==> src/mrcr_pkg.sv <==
// Constants for the monitor result and checksum register slice
package mrcr_pkg;
    // ****************************************************
    // Byte addresses
    // ****************************************************
    localparam logic [7:0] ADDR_RX_WARN_LOW_HIGH = 8'h26;
    localparam logic [7:0] ADDR_RX_WARN_LOW_LOW = 8'h27;
    localparam logic [7:0] ADDR_SUM_BYTE = 8'h5F;
    localparam logic [7:0] ADDR_TEMP_HIGH = 8'h60;
    localparam logic [7:0] ADDR_TEMP_LOW = 8'h61;
    localparam logic [7:0] ADDR_VOLT_HIGH = 8'h62;
    localparam logic [7:0] ADDR_VOLT_LOW = 8'h63;
    localparam logic [7:0] ADDR_RX_POWER_HIGH = 8'h68;
    localparam logic [7:0] ADDR_RX_POWER_LOW = 8'h69;
    // ****************************************************
    // Reset values and fixed read values
    // ****************************************************
    localparam logic [7:0] RESET_BYTE = 8'h00;
    localparam logic [7:0] ZERO_BYTE = 8'h00;
    // Last byte covered by the sum byte
    localparam int SUM_LAST_BYTE = 94;
    // Data byte width
    localparam int BYTE_W = 8;
endpackage : mrcr_pkg

==> src/mrcr_regs.sv <==
// Monitor result, receive-power low-warning and sum byte register slice
`timescale 1ns/10ps
module mrcr_regs #(
    parameter int ADDR_W = 8
) (
    // Clock, reset, enable
    input wire logic clock,
    input wire logic rst,
    input wire logic ce,
    // Byte register port from the serial bus engine
    input wire logic [ADDR_W-1:0] regAddr,
    input wire logic [mrcr_pkg::BYTE_W-1:0] regWrData,
    input wire logic regWrite,
    input wire logic regRead,
    output logic [mrcr_pkg::BYTE_W-1:0] regRdData,
    output logic regAck,
    // Password level
    input wire logic mfrUnlocked,
    // Converter results
    input wire logic [mrcr_pkg::BYTE_W-1:0] tempSample,
    input wire logic [mrcr_pkg::BYTE_W-1:0] voltSample,
    input wire logic [mrcr_pkg::BYTE_W-1:0] rxPowerSample,
    input wire logic conversionDone,
    // Status
    output logic warningFlag,
    output logic resultValid
);
    import mrcr_pkg::*;

    // ****************************************************
    // Elaboration check
    // ****************************************************
    // Byte addresses reach 0x69, so seven bits are the least
    if (ADDR_W < 7 || ADDR_W > 8) begin : g_bad_addr
        $error("ADDR_W must be 7 or 8");
    end
    // The sum byte sits right after the bytes that it covers
    if (ADDR_SUM_BYTE != 8'(SUM_LAST_BYTE + 1)) begin : g_bad_sum_addr
        $error("sum byte address must follow the covered range");
    end

    // ****************************************************
    // State
    // ****************************************************
    typedef struct packed {
        logic [BYTE_W-1:0] warnHigh;
        logic [BYTE_W-1:0] warnLow;
        logic [BYTE_W-1:0] sumByte;
        logic [BYTE_W-1:0] tempHigh;
        logic [BYTE_W-1:0] voltHigh;
        logic [BYTE_W-1:0] rxHigh;
        logic warn;
        logic valid;
        logic [BYTE_W-1:0] rdData;
        logic ack;
    } mrcr_state_t;

    mrcr_state_t state_r;
    mrcr_state_t state_nxt;
    logic [7:0] addrByte;

    // Widen the port address to a full byte address
    assign addrByte = 8'(regAddr);

    // Sixteen-bit word from a high and low byte
    function automatic logic [15:0] join_word(input logic [7:0] hi, input logic [7:0] lo);
        join_word = {hi, lo};
    endfunction : join_word

    // ****************************************************
    // Next state
    // ****************************************************
    // Read data settles one cycle after the strobe; writes and reads both acknowledge
    always_comb begin
        logic [15:0] warnWord;
        warnWord = 16'h0000;
        state_nxt = state_r;
        state_nxt.ack = regWrite | regRead;
        // Only the high bytes are compared; the low byte is stored for readback
        warnWord = join_word(state_r.warnHigh, state_r.warnLow);
        state_nxt.warn = state_r.rxHigh < warnWord[15:8];
        if (conversionDone) begin
            state_nxt.tempHigh = tempSample;
            state_nxt.voltHigh = voltSample;
            state_nxt.rxHigh = rxPowerSample;
            state_nxt.valid = 1'b1;
        end
        if (regWrite) begin
            unique case (addrByte)
                ADDR_RX_WARN_LOW_HIGH: state_nxt.warnHigh = regWrData;
                ADDR_RX_WARN_LOW_LOW: state_nxt.warnLow = regWrData;
                // Stored as written only when mfrUnlocked, never checked against bytes 0..94
                ADDR_SUM_BYTE: begin
                    if (mfrUnlocked) begin
                        state_nxt.sumByte = regWrData;
                    end
                end
                // Result registers and all else keep their contents
                default: state_nxt.sumByte = state_r.sumByte;
            endcase
        end
        if (regRead) begin
            unique case (addrByte)
                ADDR_RX_WARN_LOW_HIGH: state_nxt.rdData = state_r.warnHigh;
                ADDR_RX_WARN_LOW_LOW: state_nxt.rdData = state_r.warnLow;
                ADDR_SUM_BYTE: state_nxt.rdData = state_r.sumByte;
                ADDR_TEMP_HIGH: state_nxt.rdData = state_r.tempHigh;
                ADDR_TEMP_LOW: state_nxt.rdData = ZERO_BYTE;
                ADDR_VOLT_HIGH: state_nxt.rdData = state_r.voltHigh;
                ADDR_VOLT_LOW: state_nxt.rdData = ZERO_BYTE;
                ADDR_RX_POWER_HIGH: state_nxt.rdData = state_r.rxHigh;
                ADDR_RX_POWER_LOW: state_nxt.rdData = ZERO_BYTE;
                // Unmapped bytes read zero
                default: state_nxt.rdData = ZERO_BYTE;
            endcase
        end
    end

    // ****************************************************
    // Registers
    // ****************************************************
    // Clock enable low freezes everything, including the acknowledge
    always_ff @(posedge clock or posedge rst) begin
        if (rst) begin
            state_r.warnHigh <= RESET_BYTE;
            state_r.warnLow <= RESET_BYTE;
            state_r.sumByte <= RESET_BYTE;
            state_r.tempHigh <= RESET_BYTE;
            state_r.voltHigh <= RESET_BYTE;
            state_r.rxHigh <= RESET_BYTE;
            state_r.warn <= 1'b0;
            state_r.valid <= 1'b0;
            state_r.rdData <= RESET_BYTE;
            state_r.ack <= 1'b0;
        end else if (ce) begin
            state_r <= state_nxt;
        end
    end

    assign regRdData = state_r.rdData;
    assign regAck = state_r.ack;
    assign warningFlag = state_r.warn;
    assign resultValid = state_r.valid;

    // ****************************************************
    // Checks
    // ****************************************************
    a_warn_compare: assert property (@(posedge clock) disable iff (rst)
        ce ##1 ce |-> warningFlag == ($past(state_r.rxHigh) < $past(state_r.warnHigh)))
        else $error("warning flag disagrees with high-byte compare");
    a_low_ignored: assert property (@(posedge clock) disable iff (rst)
        ce ##1 (ce && $stable(state_r.rxHigh) && $stable(state_r.warnHigh)) |=> $stable(warningFlag))
        else $error("warning flag moved with only low byte changing");
    a_sum_locked: assert property (@(posedge clock) disable iff (rst)
        ce && regWrite && addrByte == ADDR_SUM_BYTE && !mfrUnlocked |=> $stable(state_r.sumByte))
        else $error("sum byte written without manufacturer level");
    a_sum_store: assert property (@(posedge clock) disable iff (rst)
        ce && regWrite && addrByte == ADDR_SUM_BYTE && mfrUnlocked |=> state_r.sumByte == $past(regWrData))
        else $error("sum byte not stored");
    a_temp_low_zero: assert property (@(posedge clock) disable iff (rst)
        ce && regRead && addrByte == ADDR_TEMP_LOW |=> regRdData == ZERO_BYTE && regAck)
        else $error("temperature low byte read nonzero");
    a_volt_low_zero: assert property (@(posedge clock) disable iff (rst)
        ce && regRead && addrByte == ADDR_VOLT_LOW |=> regRdData == ZERO_BYTE)
        else $error("supply low byte read nonzero");
    a_temp_read: assert property (@(posedge clock) disable iff (rst)
        ce && regRead && addrByte == ADDR_TEMP_HIGH |=> regRdData == $past(state_r.tempHigh))
        else $error("temperature high byte read wrong");
    a_result_update: assert property (@(posedge clock) disable iff (rst)
        ce && conversionDone |=> resultValid && state_r.voltHigh == $past(voltSample))
        else $error("results not loaded after conversion");
    a_result_ro: assert property (@(posedge clock) disable iff (rst)
        ce && regWrite && !conversionDone && addrByte == ADDR_TEMP_HIGH |=> $stable(state_r.tempHigh) && regAck)
        else $error("result register written or not acknowledged");

    // ****************************************************
    // Further checks on stores, answers and freezing
    // ****************************************************
    // Threshold low byte is kept for read-back only
    a_thr_low_store: assert property (@(posedge clock) disable iff (rst)
        ce && regWrite && addrByte == ADDR_RX_WARN_LOW_LOW |=> state_r.warnLow == $past(regWrData))
        else $error("threshold low byte not stored");

    // Threshold high byte reads back as written
    a_thr_high_read: assert property (@(posedge clock) disable iff (rst)
        ce && regRead && addrByte == ADDR_RX_WARN_LOW_HIGH |=> regRdData == $past(state_r.warnHigh))
        else $error("threshold high byte read wrong");

    // Supply high byte reads the stored result
    a_volt_read: assert property (@(posedge clock) disable iff (rst)
        ce && regRead && addrByte == ADDR_VOLT_HIGH |=> regRdData == $past(state_r.voltHigh))
        else $error("supply high byte read wrong");

    // Temperature high byte follows each finished conversion taken with enable high
    a_temp_load: assert property (@(posedge clock) disable iff (rst)
        ce && conversionDone |=> state_r.tempHigh == $past(tempSample))
        else $error("temperature high byte not loaded");

    // Host writes never reach the supply result
    a_volt_ro: assert property (@(posedge clock) disable iff (rst)
        ce && regWrite && !conversionDone && addrByte == ADDR_VOLT_HIGH |=> $stable(state_r.voltHigh))
        else $error("supply result register written");

    // Sum byte changes only by an accepted host write, never by itself
    a_sum_hold: assert property (@(posedge clock) disable iff (rst)
        ce && !(regWrite && addrByte == ADDR_SUM_BYTE) |=> $stable(state_r.sumByte))
        else $error("sum byte changed without a write");

    // Read data stands until the next read
    a_read_hold: assert property (@(posedge clock) disable iff (rst)
        ce && !regRead |=> $stable(regRdData))
        else $error("read data changed without a read");

    // One acknowledge for every strobe taken with enable high, a cycle later
    a_ack_follows: assert property (@(posedge clock) disable iff (rst)
        ce |=> regAck == $past(regWrite || regRead))
        else $error("acknowledge does not follow the strobe");

    // Once valid, results stay valid until reset
    a_valid_sticky: assert property (@(posedge clock) disable iff (rst)
        resultValid |=> resultValid)
        else $error("result valid flag dropped");

    // A stalled bus engine relies on enable low freezing every register
    a_ce_freeze: assert property (@(posedge clock) disable iff (rst)
        !ce |=> $stable(state_r))
        else $error("state moved with clock enable low");
endmodule : mrcr_regs

==> config.mk <==
export PLATFORM = sky130hd
export DESIGN_NAME = mrcr_regs
export DESIGN_NICKNAME = d
export VERILOG_FILES = /design/src/mrcr_pkg.sv /design/src/mrcr_regs.sv
export SDC_FILE = /design/constraint.sdc
export NUM_CORES = 1
export LEC_CHECK = 0
export BUFFER_PORTS_ARGS = -buffer_cell sky130_fd_sc_hd__buf_2
export CORE_ASPECT_RATIO = 0.75
export CORE_UTILIZATION = 45
export CTS_CLUSTER_SIZE = 20
export DETAILED_ROUTE_END_ITERATION = 8
export PLACE_DENSITY = 0.7
export SLEW_MARGIN = 20
export SYNTH_ARGS = -nofsm -noshare
export SYNTH_HDL_FRONTEND = slang
export SYNTH_SLANG_ARGS = --single-unit
==> constraint.sdc <==
create_clock -name clock -period 1.6 [get_ports clock]
set_input_delay 0.16 -clock clock [delete_from_list [all_inputs] [get_ports clock]]
set_output_delay 0.16 -clock clock [all_outputs]
set_load 0.01 [all_outputs]
Yosys cells after proc, flatten, opt, wreduce, memory -nomap -nowiden
Index checks and enable logic that the tools add are counted.
{ "word_totals": {"ff_bits": 59, "input_bits": 47, "out_inout_bits": 11, "word_cells": 24} }
{ "op_classes": {"order_cmp": 1, "eq_ne": 6, "n_mux": 1, "bitwise": 1, "reduce_logical": 5} }
{ "op_table": {"columns": ["cell", "count"], "rows": [
  ["one-hot mux 8 bit (6 select lines)", 1],
  ["== test 8 x 7 -> 1 bit, second input constant", 4],
  ["== test 8 x 6 -> 1 bit, second input constant", 2],
  ["less-than comparator 8 bit", 1],
  ["AND reduction 3 bit", 2],
  ["AND reduction 2 bit", 2],
  ["AND reduction 4 bit", 1],
  ["bitwise OR 1 bit", 1]
]} }

Depth between registers and ports, before layout
{ "depth": {"ltp_word": 2, "ltp_mapped": 7, "mapped_depth_nobuf": 6} }

Least setup slack after synthesis
OpenSTA, ideal clock, no wires.
{ "synth_timing": {"path_kind": "input -> register", "start": "in regAddr[3]", "end": "reg state_r[51] (netlist bit)", "arrival_ns": 2.181, "setup_slack_ns": -0.706, "path_stages": 7, "n_path_buf": 3, "cell_sequence": "buf_6 > or4b_4 > buf_6 > or3b_1 > buf_6 > nor4b_4 > mux2_2"} }
{ "synth_between": {"elab_chain_len": 2} }
{ "synth_lines": {"columns": ["element", "line", "text"], "rows": [
  ["start: declaration", "mrcr_regs.sv:11", "input wire logic [ADDR_W-1:0] regAddr,"],
  ["== test 8 x 6 -> 1 bit", "mrcr_regs.sv:89", "unique case (addrByte)"],
  ["AND reduction 3 bit (no source line)", null, null],
  ["end signal: assignment", "mrcr_regs.sv:136", "state_r <= state_nxt;"],
  ["end: declaration", "mrcr_regs.sv:58", "mrcr_state_t state_r;"]
]} }
No other way between the ends.
A chain may end at the register's enable or synchronous reset.

Worst setup path in the final report
{ "layout_timing": {"start": "in regAddr[4]", "end": "reg state_r[58] (netlist bit)"} }
Same word-level chain as after synthesis.

==> qor.txt <==
result of the run - finished, violations left
violations in the final reports - setup timing
average wire length per cell after detail routing - 15.9 µm
Initial DRT Pass Iterations - 4
clock period minus final worst setup slack - 1730 ps
relative area change from synthesis to final layout - 23.5%
TritonCTS clock tree - built
CP cell instances - buf_6, or4b_4, or3b_4, nor4b_4, buf_6, mux2_2
cell count after synthesis - 248
cell at the slowest stage of the critical path - sky130_fd_sc_hd__or4b_4
Comb power frac - 0.128
upper clock frequency limit - 577 MHz
total global-route track usage - 0.207
dominant cell by count in the synthesized netlist - sky130_fd_sc_hd__dfrtp_1
number of hold violations in the final report - 0
pin count of the biggest net entering global routing - 60
clock share of power - 0.390
Core Footprint - 0.00629 mm²
maximum capacitance violations - 0
Setup crit end kind - flop
cell total after placement - 381
net switching share of the total power - 0.237
cell type contributing the most total cell area after synthesis - sky130_fd_sc_hd__dfrtp_1
Cell variety after synth - 32
maximum clock skew at final layout - 4.64 ps
aggregate global routing overflow - 0
GP Congestion - 0.822
detailed placer's ending HPWL - 4620 µm
Int Pwr - 2.67 mW
element type at the critical path start - input port
net switching power of the design - 831 µW
buffer levels on the longest clock path - 2
clock sinks - 59
H-tree level count - 3
Post-synth ARST share - 1.00
Worst EP arrival - 1950 ps
flop and latch count out of synthesis - 59
post-route antenna net violation count - 0
starting density of the core - 0.464
DRT Wirelength - 6310 µm
Post-Route Hold Slack - 53.6 ps
Mapped Area - 0.00292 mm²
Setup TNS - -970 ps
critical path class - in2reg
clock root cell - sky130_fd_sc_hd__clkbuf_8
hold path cells - 2
count of non-filler cells in the finished layout - 396
number of antenna violations at the first check in global routing - 0
reg-to-reg slack, setup - 120 ps
number of nets in the final layout - 366
post-route fraction of the period consumed by the critical path - 1.08
Max-Slew Margin vs Limit - 0.551
Leak Pwr - 1.65 nW
Critical Path RT - 1820 ps
maximum ir drop on the vdd rail - 0.471 mV
power density over the cells - 972 mW/mm²
dominant cells by area after synthesis - sky130_fd_sc_hd__dfrtp_1 (51%), sky130_fd_sc_hd__mux2_2 (15%), sky130_fd_sc_hd__a22oi_1 (4.4%)
number of buffers inserted during clock tree synthesis - 9
remaining design rule violation count - 0
commonest cells in the netlist - sky130_fd_sc_hd__dfrtp_1 (59), sky130_fd_sc_hd__mux2_2 (40), sky130_fd_sc_hd__inv_1 (19)
top_reg_cell synth - sky130_fd_sc_hd__dfrtp_1
count of pins over their slew limit - 0
RSZ-0062 raised after global routing - true
register share of total power - 0.482
first-pass GRT wire length - 10400 µm
maximum net fanout on the critical path - 8
buffers added on ports - 57
clock insertion delay at the later pin of the skew report - 330 ps
Slowest Stage Delay on Critical Path - 530 ps
# diodes - 0
number of enable flip-flop cells after synthesis - 0
cell type with the highest occurrence count on the critical path - sky130_fd_sc_hd__buf_6
count of yosys warnings during synthesis - 0
via count normalized by instance count - 5.38
end point of the worst hold path - state_r[25]$_DFFE_PP0P_
net count after synthesis - 302
reg2reg end - warningFlag$_DFFE_PP0P_
DRC violation total after the first TritonRoute iteration - 148
transition at the pin with the smallest max-transition slack - 672 ps
clock slew at the register clock pins of the worst setup and hold paths - 60 ps
I/O Pins - 58
class of the tightest hold or removal check - in2reg
Die Y-Extent - 71.7 µm
via count - 2130
cell depth of the worst flop-to-flop path - 4
number of global-route vias before repair - 2113
layout cells sized above 1 - 0.425
start of the worst register-to-register path - state_r[18]$_DFFE_PP0P_
start point of the worst min-delay path - voltSample[6]
final setup violating endpoints - 8
Avg Synthesized Cell Area - 11.8 µm²
Seq/Total Area, Yosys - 0.506
overall die area - 0.00681 mm²
portion of synthesized cell area occupied by the leading cell type - 0.506
horizontal die dimension - 95.0 µm
Rows - 25
worst setup margin - -133 ps
## kinds of logic after synthesis
| logic type | share of synthesized area |
|---|---|
| DFF | 0.506 |
| buffers and inverters | 0.0695 |
| AOI/OAI and AO/OA | 0.136 |
| adders and majority gates | 0.0300 |
| muxes | 0.182 |
| and+or+nand+nor | 0.0763 |
## critical path: cells and delay by family
family / cells / cell delay, ps
buffers and inverters: 2 / 270
and+or+nand+nor: 3 / 1180
muxes: 1 / 330
## sequential cells by signal, indices dropped and copies added, names as in the netlist
signal,flops
state_r,48
regRdData,8
regAck,1
resultValid,1
warningFlag,1
## final cells by class
cell class | count | area, µm²
timing repair buffer | 74 | 469
clock buffer | 12 | 165
tap | 81 | 101
clock inverter | 2 | 35.0
fill | 564 | 2680
inverter | 19 | 75.1
multi-input combinational | 149 | 1280
sequential | 59 | 1480
## what timing repair did
action	4_1_cts	5_1_grt
hold endpoints to repair	59	0
setup buffers	1	0
hold buffers	1	0
gates resized for setup	5	1
pin swaps	0	1
endpoints found under the setup margin	8	15
## layout by cell type, fill, tap and decap left out, types with 2 or more instances in the layout
master and instances:
sky130_fd_sc_hd__inv_1 18, sky130_fd_sc_hd__or3b_4 2, sky130_fd_sc_hd__buf_6 3, sky130_fd_sc_hd__a211oi_1 2, sky130_fd_sc_hd__nor4_4 2, sky130_fd_sc_hd__mux2_4 4
sky130_fd_sc_hd__o32ai_1 8, sky130_fd_sc_hd__nand3_1 10, sky130_fd_sc_hd__nand2_1 13, sky130_fd_sc_hd__mux2_2 36, sky130_fd_sc_hd__buf_2 55, sky130_fd_sc_hd__dfrtp_1 59
sky130_fd_sc_hd__nor2_1 3, sky130_fd_sc_hd__buf_4 12, sky130_fd_sc_hd__nor2b_1 2, sky130_fd_sc_hd__nand2b_1 2, sky130_fd_sc_hd__o21ai_1 15, sky130_fd_sc_hd__mux2i_1 8
sky130_fd_sc_hd__a22oi_1 17, sky130_fd_sc_hd__o22a_1 8, sky130_fd_sc_hd__buf_12 3, sky130_fd_sc_hd__ha_1 7, sky130_fd_sc_hd__clkbuf_8 12
## stage by stage
step | worst slack [ps] | util | total power [mW] | instance area [µm²]
floorplan | -706 | - | 1.99 | 2980
global placement | -486 | 0.536 | 2.14 | 3370
detailed placement | -537 | 0.536 | 2.16 | 3370
CTS | -112 | 0.574 | 3.55 | 3610
global route | -150 | 0.573 | 3.69 | 3600
finish | -133 | 0.573 | 3.50 | 3600
## routing by layer
layer	vias to the layer above	track usage	wire length, µm
met5	-	0	0
met4	0	0.0825	59
li1	1027	-	-
met2	74	0.305	2830
met3	5	0.0626	440
met1	1024	0.287	2980
## power by group through the flow
stage	clock network, mW	registers [mW]	logic (mW)
floorplan	0	1.69	0.297
global placement	0	1.71	0.434
detailed placement	0	1.71	0.447
CTS	1.41	1.69	0.456
global route	1.48	1.70	0.506
finish	1.36	1.69	0.450
## how the worst max path moves through the flow
stage / from / endpoint / slack (ps) / cells past startpoint
floorplan: regAddr[3] / state_r[51]$_DFFE_PP0P_ / -710 / 7
global placement: regAddr[4] / state_r[53]$_DFFE_PP0P_ / -490 / 6
detailed placement: regAddr[4] / state_r[52]$_DFFE_PP0P_ / -540 / 6
CTS: regAddr[4] / state_r[58]$_DFFE_PP0P_ / -110 / 6
global route: regAddr[4] / state_r[51]$_DFFE_PP0P_ / -150 / 6
finish: regAddr[4] / state_r[58]$_DFFE_PP0P_ / -130 / 6
Power figures use the tool's default switching activity.
